File: src/tsens_pkg.sv
`default_nettype none
package tsens_pkg;
    // Clock and timing
    localparam int CLK_MHZ = 200;
    localparam int CONV_TIME_MS = 500;
    localparam int CONV_CYCLES_DEF = CONV_TIME_MS * 1000 * CLK_MHZ;
    localparam int TIMEOUT_MS = 25;
    localparam int TIMEOUT_CYCLES_DEF = TIMEOUT_MS * 1000 * CLK_MHZ;
    localparam int CONV_CNT_W = 27;
    localparam int TO_CNT_W = 23;

    // Pointer codes
    localparam logic [7:0] PTR_TEMP = 8'h00;
    localparam logic [7:0] PTR_CONF = 8'h01;
    localparam logic [7:0] PTR_HYST = 8'h02;
    localparam logic [7:0] PTR_TLOW = 8'h03;
    localparam logic [7:0] PTR_THIGH = 8'h04;

    // Configuration fields
    localparam int CONF_SHUTDOWN_BIT = 0;
    localparam int CONF_FAULTQ_BIT = 3;
    localparam int CONF_TO_DIS_BIT = 7;
    localparam logic [7:0] CONF_RESET = 8'h00;
    localparam logic [15:0] LIMIT_RESET = 16'h0000;

    // Slave address, bit counter and result layout
    localparam int SLV_ADDR_W = 7;
    localparam int BIT_CNT_W = 4;
    localparam logic [3:0] BITS_PER_BYTE = 4'h8;
    localparam int RESULT_W = 13;
    localparam int RESULT_LSB = 3;

    typedef enum logic [3:0] {
        ST_IDLE, ST_ADDR, ST_ADDR_ACK, ST_CMD, ST_CMD_ACK,
        ST_WDATA, ST_WDATA_ACK, ST_RDATA, ST_RDATA_ACK
    } tsens_state_t;

    typedef struct packed {
        logic [7:0] config_byte;
        logic [15:0] hyst;
        logic [15:0] limit_low;
        logic [15:0] limit_high;
    } tsens_regs_t;
endpackage
`default_nettype wire

File: src/tsens_smbus_slave.sv
`timescale 1ns/1ps
`default_nettype none
// Notes on behaviour
// [RULE1] Acts only as slave; supports write byte, write word, read byte, read word.
// [RULE2] Low slave address bits come from strapped address-select pins.
// [RULE3] Address-select pin count is a variant parameter: two, three or four.
// [RULE4] Command byte loads the pointer; data phase targets the pointed register.
// [RULE5] Smallest variant: pointer selects only temperature and configuration.
// [RULE6] Temperature is read-only, 16 bits, 13-bit result on top, low three zero; the 2-pin variant puts status flags in all three.
// [RULE7] Mid variant: low two bits are status flags, bit two unused.
// [RULE8] Result is two's complement Celsius, LSB equals 0.0625 degrees.
// [RULE9] Configuration is 8-bit read/write: timeout disable, fault queue, shutdown.
// [RULE10] Mid variant: pointer also selects high limit, low limit, hysteresis.
// [RULE11] Conversions run continuously; latest result readable any time.
// [RULE12] Write byte: start, address+W, command, data, stop; each byte acknowledged.
// [RULE13] Read: command write, repeated start, address+R, then device drives data.
// [RULE14] Master NACKs last read byte and then issues stop.
// [RULE15] Temperature read aborts conversion; otherwise a new result every 500 ms.
// [RULE16] Clock held low 25 ms mid-transfer resets interface unless disabled.
// [RULE17] Two-byte transfers go most significant byte first in both directions.
module tsens_smbus_slave
    import tsens_pkg::*;
#(
    parameter int ADDR_PINS = 3,
    parameter logic [6:0] BASE_ADDR = 7'h48, // Arbitrary value
    parameter int CONV_CYCLES = CONV_CYCLES_DEF,
    parameter int TIMEOUT_CYCLES = TIMEOUT_CYCLES_DEF
) (
    input wire logic clk_i, // 200 MHz clock
    input wire logic nrst_i, // Async reset, active low
    input wire logic scl_i, // Serial clock
    input wire logic sda_i, // Serial data in
    output logic sda_o, // Serial data out, always low
    output logic sda_oe_n_o, // Low while pulling data low
    input wire logic [3:0] address_select_i, // Strap pins, bit n = address_select_bitn
    input wire logic [RESULT_W-1:0] temp_sample_i, // Converter output
    input wire logic [2:0] status_flags_i, // Alarm status from converter side
    output logic conv_done_o, // Pulse: new result stored
    output logic conv_abort_o, // Pulse: conversion aborted by read
    output logic [15:0] temperature_o, // Temperature register
    output tsens_regs_t regs_o, // Writable registers
    output logic shutdown_o, // Configuration shutdown control
    output logic fault_queue_en_o // Configuration fault queue control
);

    localparam int PINS = (ADDR_PINS < 2) ? 2 : ((ADDR_PINS > 4) ? 4 : ADDR_PINS); // [RULE3]
    localparam bit SMALL = (PINS == 4);

    logic rst_s1_reg, rst_s2_reg, rst_n;
    logic scl_q_reg, sda_q_reg;
    logic scl_rise, scl_fall, start_det, stop_det;
    tsens_state_t state_reg;
    logic [BIT_CNT_W-1:0] bit_cnt_reg;
    logic [7:0] shift_reg;
    logic [7:0] pointer_reg;
    logic [15:0] tx_reg;
    logic data_idx_reg;
    logic master_ack_reg;
    logic sda_low_reg;
    logic [15:0] temperature_value_reg;
    tsens_regs_t regs_reg;
    logic [CONV_CNT_W-1:0] conv_cnt_reg;
    logic conv_done_reg, conv_abort_reg;
    logic [TO_CNT_W-1:0] to_cnt_reg;
    logic timeout;
    logic [6:0] own_addr;
    logic [15:0] read_word;
    logic temp_read;

    always_ff @(posedge clk_i or negedge nrst_i) begin
        if (!nrst_i) begin
            rst_s1_reg <= 1'b0;
            rst_s2_reg <= 1'b0;
        end else begin
            rst_s1_reg <= 1'b1;
            rst_s2_reg <= rst_s1_reg;
        end
    end
    assign rst_n = rst_s2_reg;

    // Pointer decode shared by read mux and write path
    function automatic logic ptr_valid(input logic [7:0] p);
        if (p == PTR_TEMP || p == PTR_CONF) begin
            return 1'b1;
        end
        return !SMALL && (p == PTR_HYST || p == PTR_TLOW || p == PTR_THIGH); // [RULE5] [RULE10]
    endfunction

    // Strap bits replace the low address bits
    genvar gi;
    generate
        for (gi = 0; gi < SLV_ADDR_W; gi++) begin : g_addr
            if (gi < PINS) begin : g_pin
                assign own_addr[gi] = address_select_i[gi]; // [RULE2]
            end else begin : g_base
                assign own_addr[gi] = BASE_ADDR[gi];
            end
        end
    endgenerate

    always_ff @(posedge clk_i or negedge rst_n) begin
        if (!rst_n) begin
            scl_q_reg <= 1'b1;
            sda_q_reg <= 1'b1;
        end else begin
            scl_q_reg <= scl_i;
            sda_q_reg <= sda_i;
        end
    end
    assign scl_rise = !scl_q_reg && scl_i;
    assign scl_fall = scl_q_reg && !scl_i;
    assign start_det = scl_q_reg && scl_i && sda_q_reg && !sda_i;
    assign stop_det = scl_q_reg && scl_i && !sda_q_reg && sda_i;

    always_comb begin
        read_word = 16'h0000;
        if (ptr_valid(pointer_reg)) begin
            case (pointer_reg)
                PTR_TEMP: read_word = temperature_value_reg;
                PTR_CONF: read_word = {regs_reg.config_byte, 8'h00};
                PTR_HYST: read_word = regs_reg.hyst;
                PTR_TLOW: read_word = regs_reg.limit_low;
                PTR_THIGH: read_word = regs_reg.limit_high;
                default: read_word = 16'h0000;
            endcase
        end
    end

    assign timeout = (state_reg != ST_IDLE) && !regs_reg.config_byte[CONF_TO_DIS_BIT]
        && (to_cnt_reg >= TO_CNT_W'(TIMEOUT_CYCLES)); // [RULE16]
    assign temp_read = scl_fall && state_reg == ST_ADDR_ACK && shift_reg[0]
        && pointer_reg == PTR_TEMP;

    // Clock-low watchdog
    always_ff @(posedge clk_i or negedge rst_n) begin
        if (!rst_n) begin
            to_cnt_reg <= '0;
        end else if (scl_i || state_reg == ST_IDLE || timeout) begin
            to_cnt_reg <= '0;
        end else begin
            to_cnt_reg <= to_cnt_reg + 1'b1; // [RULE16]
        end
    end

    // Serial protocol engine; slave only, never drives the clock
    always_ff @(posedge clk_i or negedge rst_n) begin
        if (!rst_n) begin
            state_reg <= ST_IDLE;
            bit_cnt_reg <= '0;
            shift_reg <= 8'h00;
            pointer_reg <= PTR_TEMP;
            tx_reg <= 16'h0000;
            data_idx_reg <= 1'b0;
            master_ack_reg <= 1'b0;
            sda_low_reg <= 1'b0;
        end else if (timeout || stop_det) begin
            state_reg <= ST_IDLE;
            sda_low_reg <= 1'b0;
        end else if (start_det) begin
            state_reg <= ST_ADDR; // [RULE13]
            bit_cnt_reg <= '0;
            sda_low_reg <= 1'b0;
        end else if (scl_rise) begin
            case (state_reg)
                ST_ADDR, ST_CMD, ST_WDATA: begin
                    shift_reg <= {shift_reg[6:0], sda_i};
                    bit_cnt_reg <= bit_cnt_reg + 1'b1;
                end
                ST_RDATA_ACK: master_ack_reg <= !sda_i; // [RULE14]
                default: ;
            endcase
        end else if (scl_fall) begin
            case (state_reg)
                ST_ADDR: begin
                    if (bit_cnt_reg == BITS_PER_BYTE) begin
                        bit_cnt_reg <= '0;
                        if (shift_reg[7:1] == own_addr) begin
                            state_reg <= ST_ADDR_ACK; // [RULE12]
                            sda_low_reg <= 1'b1;
                        end else begin
                            state_reg <= ST_IDLE;
                        end
                    end
                end
                ST_ADDR_ACK: begin
                    data_idx_reg <= 1'b0;
                    if (shift_reg[0]) begin
                        state_reg <= ST_RDATA; // [RULE13]
                        sda_low_reg <= !read_word[15];
                        tx_reg <= {read_word[14:0], 1'b0};
                        bit_cnt_reg <= 4'h1;
                    end else begin
                        state_reg <= ST_CMD;
                        sda_low_reg <= 1'b0;
                    end
                end
                ST_CMD: begin
                    if (bit_cnt_reg == BITS_PER_BYTE) begin
                        pointer_reg <= shift_reg; // [RULE4]
                        bit_cnt_reg <= '0;
                        state_reg <= ST_CMD_ACK;
                        sda_low_reg <= 1'b1;
                    end
                end
                ST_WDATA: begin
                    if (bit_cnt_reg == BITS_PER_BYTE) begin
                        bit_cnt_reg <= '0;
                        data_idx_reg <= 1'b1;
                        state_reg <= ST_WDATA_ACK;
                        sda_low_reg <= 1'b1; // [RULE12]
                    end
                end
                ST_CMD_ACK, ST_WDATA_ACK: begin
                    state_reg <= ST_WDATA;
                    sda_low_reg <= 1'b0;
                end
                ST_RDATA: begin
                    if (bit_cnt_reg == BITS_PER_BYTE) begin
                        state_reg <= ST_RDATA_ACK;
                        sda_low_reg <= 1'b0;
                    end else begin
                        sda_low_reg <= !tx_reg[15]; // [RULE17]
                        tx_reg <= {tx_reg[14:0], 1'b0};
                        bit_cnt_reg <= bit_cnt_reg + 1'b1;
                    end
                end
                ST_RDATA_ACK: begin
                    if (master_ack_reg) begin
                        state_reg <= ST_RDATA;
                        sda_low_reg <= !tx_reg[15];
                        tx_reg <= {tx_reg[14:0], 1'b0};
                        bit_cnt_reg <= 4'h1;
                    end else begin
                        state_reg <= ST_IDLE; // [RULE14]
                    end
                end
                default: state_reg <= ST_IDLE;
            endcase
        end
    end

    // Register writes land on the fall that ends each data byte
    always_ff @(posedge clk_i or negedge rst_n) begin
        if (!rst_n) begin
            regs_reg <= '{config_byte: CONF_RESET, hyst: LIMIT_RESET,
                          limit_low: LIMIT_RESET, limit_high: LIMIT_RESET};
        end else if (scl_fall && state_reg == ST_WDATA && bit_cnt_reg == BITS_PER_BYTE
                     && ptr_valid(pointer_reg)) begin // [RULE4]
            case (pointer_reg)
                PTR_CONF: if (!data_idx_reg) regs_reg.config_byte <= shift_reg; // [RULE9]
                PTR_HYST: begin
                    if (!data_idx_reg) regs_reg.hyst[15:8] <= shift_reg; // [RULE17]
                    else regs_reg.hyst[7:0] <= shift_reg;
                end
                PTR_TLOW: begin
                    if (!data_idx_reg) regs_reg.limit_low[15:8] <= shift_reg;
                    else regs_reg.limit_low[7:0] <= shift_reg;
                end
                PTR_THIGH: begin
                    if (!data_idx_reg) regs_reg.limit_high[15:8] <= shift_reg;
                    else regs_reg.limit_high[7:0] <= shift_reg;
                end
                default: ; // Temperature is read-only
            endcase
        end
    end

    // Conversion timer; shutdown holds it at zero, a temperature read restarts it
    always_ff @(posedge clk_i or negedge rst_n) begin
        if (!rst_n) begin
            conv_cnt_reg <= '0;
            conv_done_reg <= 1'b0;
            conv_abort_reg <= 1'b0;
            temperature_value_reg <= 16'h0000;
        end else begin
            conv_done_reg <= 1'b0;
            conv_abort_reg <= temp_read; // [RULE15]
            if (temp_read || regs_reg.config_byte[CONF_SHUTDOWN_BIT]) begin
                conv_cnt_reg <= '0; // [RULE15]
            end else if (conv_cnt_reg >= CONV_CNT_W'(CONV_CYCLES - 1)) begin
                conv_cnt_reg <= '0;
                conv_done_reg <= 1'b1;
                temperature_value_reg[15:RESULT_LSB] <= temp_sample_i; // [RULE6] [RULE8] [RULE11]
                if (SMALL) begin
                    temperature_value_reg[RESULT_LSB-1:0] <= 3'h0; // [RULE6]
                end else if (PINS == 3) begin
                    temperature_value_reg[RESULT_LSB-1:0] <= {1'b0, status_flags_i[1:0]}; // [RULE7]
                end else begin
                    temperature_value_reg[RESULT_LSB-1:0] <= status_flags_i;
                end
            end else begin
                conv_cnt_reg <= conv_cnt_reg + 1'b1; // [RULE15]
            end
        end
    end

    assign sda_o = 1'b0; // [RULE1]
    assign sda_oe_n_o = !sda_low_reg;
    assign conv_done_o = conv_done_reg;
    assign conv_abort_o = conv_abort_reg;
    assign temperature_o = temperature_value_reg;
    assign regs_o = regs_reg;
    assign shutdown_o = regs_reg.config_byte[CONF_SHUTDOWN_BIT]; // [RULE9]
    assign fault_queue_en_o = regs_reg.config_byte[CONF_FAULTQ_BIT];

endmodule // tsens_smbus_slave
`default_nettype wire

File: config.mk
export PLATFORM = sky130hd
export DESIGN_NAME = tsens_smbus_slave
export DESIGN_NICKNAME = d
export VERILOG_FILES = /design/src/tsens_pkg.sv /design/src/tsens_smbus_slave.sv
export SDC_FILE = /design/constraint.sdc
export NUM_CORES = 1
export LEC_CHECK = 0
export BUFFER_PORTS_ARGS = -buffer_cell sky130_fd_sc_hd__buf_4
export CORE_MARGIN = 5
export CORE_UTILIZATION = 30
export CTS_BUF_LIST = sky130_fd_sc_hd__clkbuf_8
export CTS_CLUSTER_SIZE = 20
export DETAILED_ROUTE_END_ITERATION = 12
export PLACE_DENSITY = 0.45
export SETUP_SLACK_MARGIN = 0.05
export SYNTH_ARGS = -nofsm -noshare
export SYNTH_HDL_FRONTEND = slang
export SYNTH_SLANG_ARGS = --single-unit
File: constraint.sdc
create_clock -name clk_i -period 9.7 [get_ports clk_i]
set_input_delay 0.485 -clock clk_i [delete_from_list [all_inputs] [get_ports clk_i]]
set_output_delay 0.485 -clock clk_i [all_outputs]
set_load 0.01 [all_outputs]
Word level (Yosys, flattened, before mapping)
Index checks and enable logic that the tools add are counted.
{ "op_classes": {"bitwise_logic": 5, "reduce_logical": 57, "muxes": 47, "n_addsub": 3, "order_cmp": 2, "eq_ne": 32} }
{ "op_table": {"columns": ["cell", "count"], "rows": [
  ["16-bit case mux with 5 select lines", 1],
  ["16-bit two-way mux", 4],
  ["4-bit two-way mux", 16],
  ["27-bit two-way mux", 2],
  ["16-bit case mux with 3 select lines", 1],
  ["4-bit inequality test (second input constant)", 8],
  ["4-bit case mux with 7 select lines", 1],
  ["27-bit by 1-bit adder with 27-bit output (second input constant)", 1],
  ["27-bit greater-or-equal comparator (second input constant)", 1],
  ["23-bit by 1-bit adder with 23-bit output (second input constant)", 1],
  ["23-bit greater-or-equal comparator (second input constant)", 1],
  ["23-bit two-way mux", 1],
  ["3-bit AND reduction", 7],
  ["6-bit AND reduction", 3],
  ["4-bit by 3-bit == test with 1-bit output (second input constant)", 4],
  ["8-bit by 2-bit == test with 1-bit output (second input constant)", 2],
  ["4-bit case mux with 4 select lines", 1],
  ["8-bit AND reduction", 2],
  ["1-bit logical AND", 15],
  ["1-bit two-way mux", 15],
  ["3-bit nonzero test", 3],
  ["4-bit by 2-bit == test with 1-bit output (second input constant)", 2],
  ["4-bit == test (second input constant)", 2],
  ["8-bit by 1-bit == test with 1-bit output (second input constant)", 1],
  ["other kinds (28)", 51]
]} }
{ "totals": {"in_bits": 24, "elab_cells": 170, "regBits": 170} }

Depth between registers and ports, before layout
{ "logic_depth": {"word_depth": 12, "ltp_mapped": 9, "depth_no_buf": 8} }

Worst setup path after synthesis
No wires, ideal clock.
{ "synth_timing": {"path_type": "input port to flip-flop", "from": "in scl_i", "to": "reg pointer_reg[2]", "t_arrival_ps": 2341, "required_ps": 9575, "setup_slack_ps": 7235, "stages": 7, "path_cell_list": "ha_1 -> and3b_1 -> nand2b_1 -> o32ai_4 -> nand2_2 -> nor4_4 -> mux2_2"} }
{ "synth_between": {"elab_chain_len": 6, "word_cells_on_any_way": 13, "cone_classes": "bitwise: 3; reduce/logical: 10"} }
{ "synth_lines": {"columns": ["element", "line_no", "rtl"], "rows": [
  ["start, declared", "tsens_smbus_slave.sv:31", "input wire logic scl_i,"],
  ["1-bit logical AND", "tsens_smbus_slave.sv:112, tsens_smbus_slave.sv:113", null],
  ["1-bit logical AND (2 in a row)", "tsens_smbus_slave.sv:113", "assign stop_det = scl_q_reg && scl_i && !sda_q_reg && sda_i;"],
  ["1-bit logical OR", "tsens_smbus_slave.sv:156", "end else if (timeout || stop_det) begin"],
  ["1-bit inverter (no source line)", null, null],
  ["6-bit AND reduction (no source line) *", null, null],
  ["end signal, assigned", "tsens_smbus_slave.sv:199", "pointer_reg <= shift_reg;"],
  ["end, declared", "tsens_smbus_slave.sv:55", "logic [7:0] pointer_reg;"]
]} }
Every way passes the cells marked *; elsewhere a longest branch is shown, timed or not.
A chain may end at the register's enable or synchronous reset.

Worst setup path in the final report
{ "layout_timing": {"from": "reg state_reg[2]", "to": "reg regs_reg (netlist bit regs_o[13])"} }
{ "layout_between": {"elab_chain_len": 5} }
{ "layout_lines": {"columns": ["element", "line_no", "rtl"], "rows": [
  ["start, declared", "tsens_smbus_slave.sv:52", "tsens_state_t state_reg;"],
  ["start signal, assigned", "tsens_smbus_slave.sv:148", "state_reg <= ST_IDLE;"],
  ["start signal, assigned", "tsens_smbus_slave.sv:157", "state_reg <= ST_IDLE;"],
  ["start signal, assigned", "tsens_smbus_slave.sv:160", "state_reg <= ST_ADDR;"],
  ["4-bit by 3-bit == test with 1-bit output", "tsens_smbus_slave.sv:247", "end else if (scl_fall && state_reg == ST_WDATA && bit_cnt_reg == BITS_PER_BYTE"],
  ["1-bit logical AND (2 in a row)", "tsens_smbus_slave.sv:247", null],
  ["1-bit logical AND", "tsens_smbus_slave.sv:248", "&& ptr_valid(pointer_reg)) begin"],
  ["3-bit AND reduction (no source line)", null, null],
  ["end signal, assigned", "tsens_smbus_slave.sv:245", "regs_reg <= '{config_byte: CONF_RESET, hyst: LIMIT_RESET,"],
  ["end, declared", "tsens_smbus_slave.sv:61", "tsens_regs_t regs_reg;"]
]} }
Every way passes these cells.

==> impl_metrics.ini <==
[outcome]
status = finished clean

[clocking]
cts.path.max_buffers = 2
cts_inserted_buffers = 17
path_clk_slew_ns = 0.12
cts_root_buffer = clkbuf_8
clock_latency_ns = 0.47
cts_sinks = 169
cts_tree = done
ctsHtreeMaxLevel = 4

[sta]
tightest_slew_ns = 1.05
fmax_mhz = 312
skew_ns = 0.0291
setup-violations-final = 0
rsz0062_at_grt = no
fin_setup_tns_ns = 0
slew_headroom_pct = 29.2
hold_violations = 0
period_share_pct = 33.1
period_needed_ns = 3.21
timing.hold.ws_ns = 0.142
drv_slew = 0

[critical_path]
r2r_cells = 5
path_class = flip-flop to flip-flop
crit_fanout = 18
rrSetupSlack_ns = 6.49
crit_path_start_kind = flip-flop
max_stage_delay_ns = 0.73
reg2reg_to = regs_o[13]$_DFFE_PN0P_
crit_required_ns = 10.05
critical_path_arrival_ns = 3.56
path_cells = inv_1 -> nor4b_1 -> nand3_2 -> nor3_2 -> mux2_2
cp-end-kind = flip-flop
slowest_stage = nor3_2
r2r-start = state_reg[2]$_DFFE_PN0P_

[global_routing]
grt_usage_pct = 14.4
antenna_found_initial = 0
met3_usage_pct = 3.14
grt_pass1_vias = 6049
use_met2_pct = 22.8
gr-total-overflow = 0
grt_max_degree = 60
busiest_layer = met2
grt_pass1_wl_um = 35300
use_met1_pct = 20.3

[final_layout]
n_fill_cell = 2823
largest_register_ffs = 55
antenna_cells = 0
area_growth_pct = 17.0
drive_above_1_share_pct = 28.9
regArea_sq_mm = 0.00424
multi_input_area_sq_mm = 0.00387
layout.nets = 867
post-route-util_pct = 35.4

[die]
num_rows = 61
io_pins = 102
die_w_um = 177
design.core.area_sq_mm = 0.0277
initial_core_util_pct = 30.3
die_h_um = 177
dieArea_sq_mm = 0.0314

[power]
cellLeakagePower_nw = 4.37
peakVddDrop_mv = 0.0893
powerDensity_mw_per_mm2 = 177
p_total_mw = 1.73

[synth]
yosys_register_bits = 169
syn_area_sq_mm = 0.00838
synth_top_area_share_pct = 49.8
synthTopCellsByCount = dfrtp_1, nor2_1, mux2_2, nand2_1, mux2i_1
synth_edf_count = 0
yosysWarnings = 0
yosysMostFrequentCell = dfrtp_1
synth_seq_area_share_pct = 50.5
ys_types = 73
synthTopCellsByArea = dfrtp_1, mux2_2, nor2_1
synth_top_area_cell = dfrtp_1
postSynthCellCount = 756
synthFlopType = dfrtp_1
avgSynthCellArea_sq_um = 11.1
synth-async-reset-ratio_pct = 100

[placement]
finalWeightedCongestion = 0.754
dp_hpwl_um = 14900
port_buffers = 97

[route]
wire_per_inst_um = 17.9
drt_wl_total_um = 21900
dr.pass1.iters = 4
routed-via-count = 5908
via_per_inst = 4.82
drc = 0
drtIter0Drc = 335
ant_nets = 0

[hold_path]
whs_path_depth = 1
hold_start = scl_i
whs_endpoint = scl_q_reg$_DFF_PN1_
hold_path.class = primary input to flip-flop

[run]
cap_violations = 0
==> layout make-up <==
cell class	count	area share, %
tap	378	4.82
clock buffer	17	2.39
clock inverter	15	1.59
multi-input combinational	527	39.5
sequential	169	43.2
inverter	18	0.689
timing repair buffer	102	7.83
==> critical path, delay by kind of cell (launching register included) <==
| family | cells | cell delay (ns) |
|---|---|---|
| simple gates | 3 | 1.75 |
| flops | 1 | 0.71 |
| mux | 1 | 0.41 |
| buf+inv | 1 | 0.22 |
==> timing repair <==
item                                   CTS  global route
gates resized for setup                  0             0
hold buffers                             1             0
endpoints found under the hold margin    2             0
buffers inserted                         0             0
==> through the flow <==
| stage | instance area (sq um) | instances | setup slack [ns] |
|---|---|---|---|
| detailed placement | 9410 | 1193 | 6.49 |
| CTS | 9810 | 1226 | 6.44 |
| floorplan | 8390 | 757 | 4.65 |
| finish | 9810 | 1226 | 6.49 |
| global route | 9810 | 1226 | 6.28 |
| global placement | 9410 | 1193 | 6.49 |
==> cell families after synthesis <==
kind of cell,count (synthesis),share of synthesized area [%]
simple gates,259,16.1
xor+xnor,48,5.01
mux,120,15.7
fa+ha+maj,8,1.19
compound gates,89,8.04
other cells,2,0.0896
buf+inv,61,3.40
flops,169,50.5
==> metal layers <==
metal	vias up	wire, um
met3	5	798
met4	0	123
met1	2977	10400
met5	-	0
met2	96	10600
li1	2830	-
==> worst max path at each step <==
| stage | from | to | slack (ns) | cells past startpoint |
|---|---|---|---|---|
| global placement | state_reg[2]$_DFFE_PN0P_ | regs_o[13]$_DFFE_PN0P_ | 6.49 | 5 |
| CTS | bit_cnt_reg[0]$_DFFE_PN0P_ | regs_o[14]$_DFFE_PN0P_ | 6.44 | 7 |
| finish | state_reg[2]$_DFFE_PN0P_ | regs_o[13]$_DFFE_PN0P_ | 6.49 | 5 |
| floorplan | rst_n$_DFF_PN0_ | bit_cnt_reg[0]$_DFFE_PN0P_ | 4.65 | 0 |
| global route | state_reg[2]$_DFFE_PN0P_ | regs_o[13]$_DFFE_PN0P_ | 6.28 | 5 |
| detailed placement | bit_cnt_reg[0]$_DFFE_PN0P_ | regs_o[14]$_DFFE_PN0P_ | 6.49 | 7 |
==> power by group <==
group / switching (mW) / internal, mW / total, mW
combinational: 0.165 / 0.136 / 0.301
sequential: 0.147 / 0.784 / 0.931
clock: 0.308 / 0.193 / 0.501
==> placed cells by master (no fill, tap or decap), types with 5 or more instances in the layout <==
master,n
o21ai_0,13
xnor2_1,18
xor2_1,30
o221ai_1,8
clkbuf_8,17
inv_8,5
nand2b_1,5
and3_1,7
nand2_1,49
ha_1,8
nor2b_1,5
nand4_1,11
dfrtp_1,166
and4_1,6
mux2_1,5
nor4_1,6
nand3_1,26
mux2_2,84
buf_4,101
a21oi_1,17
nor3_1,11
o211ai_1,8
nor2_1,96
inv_1,18
mux2i_1,31
o22ai_1,9
a221oi_1,7
Note: power is estimated with default switching activity, not from simulation.
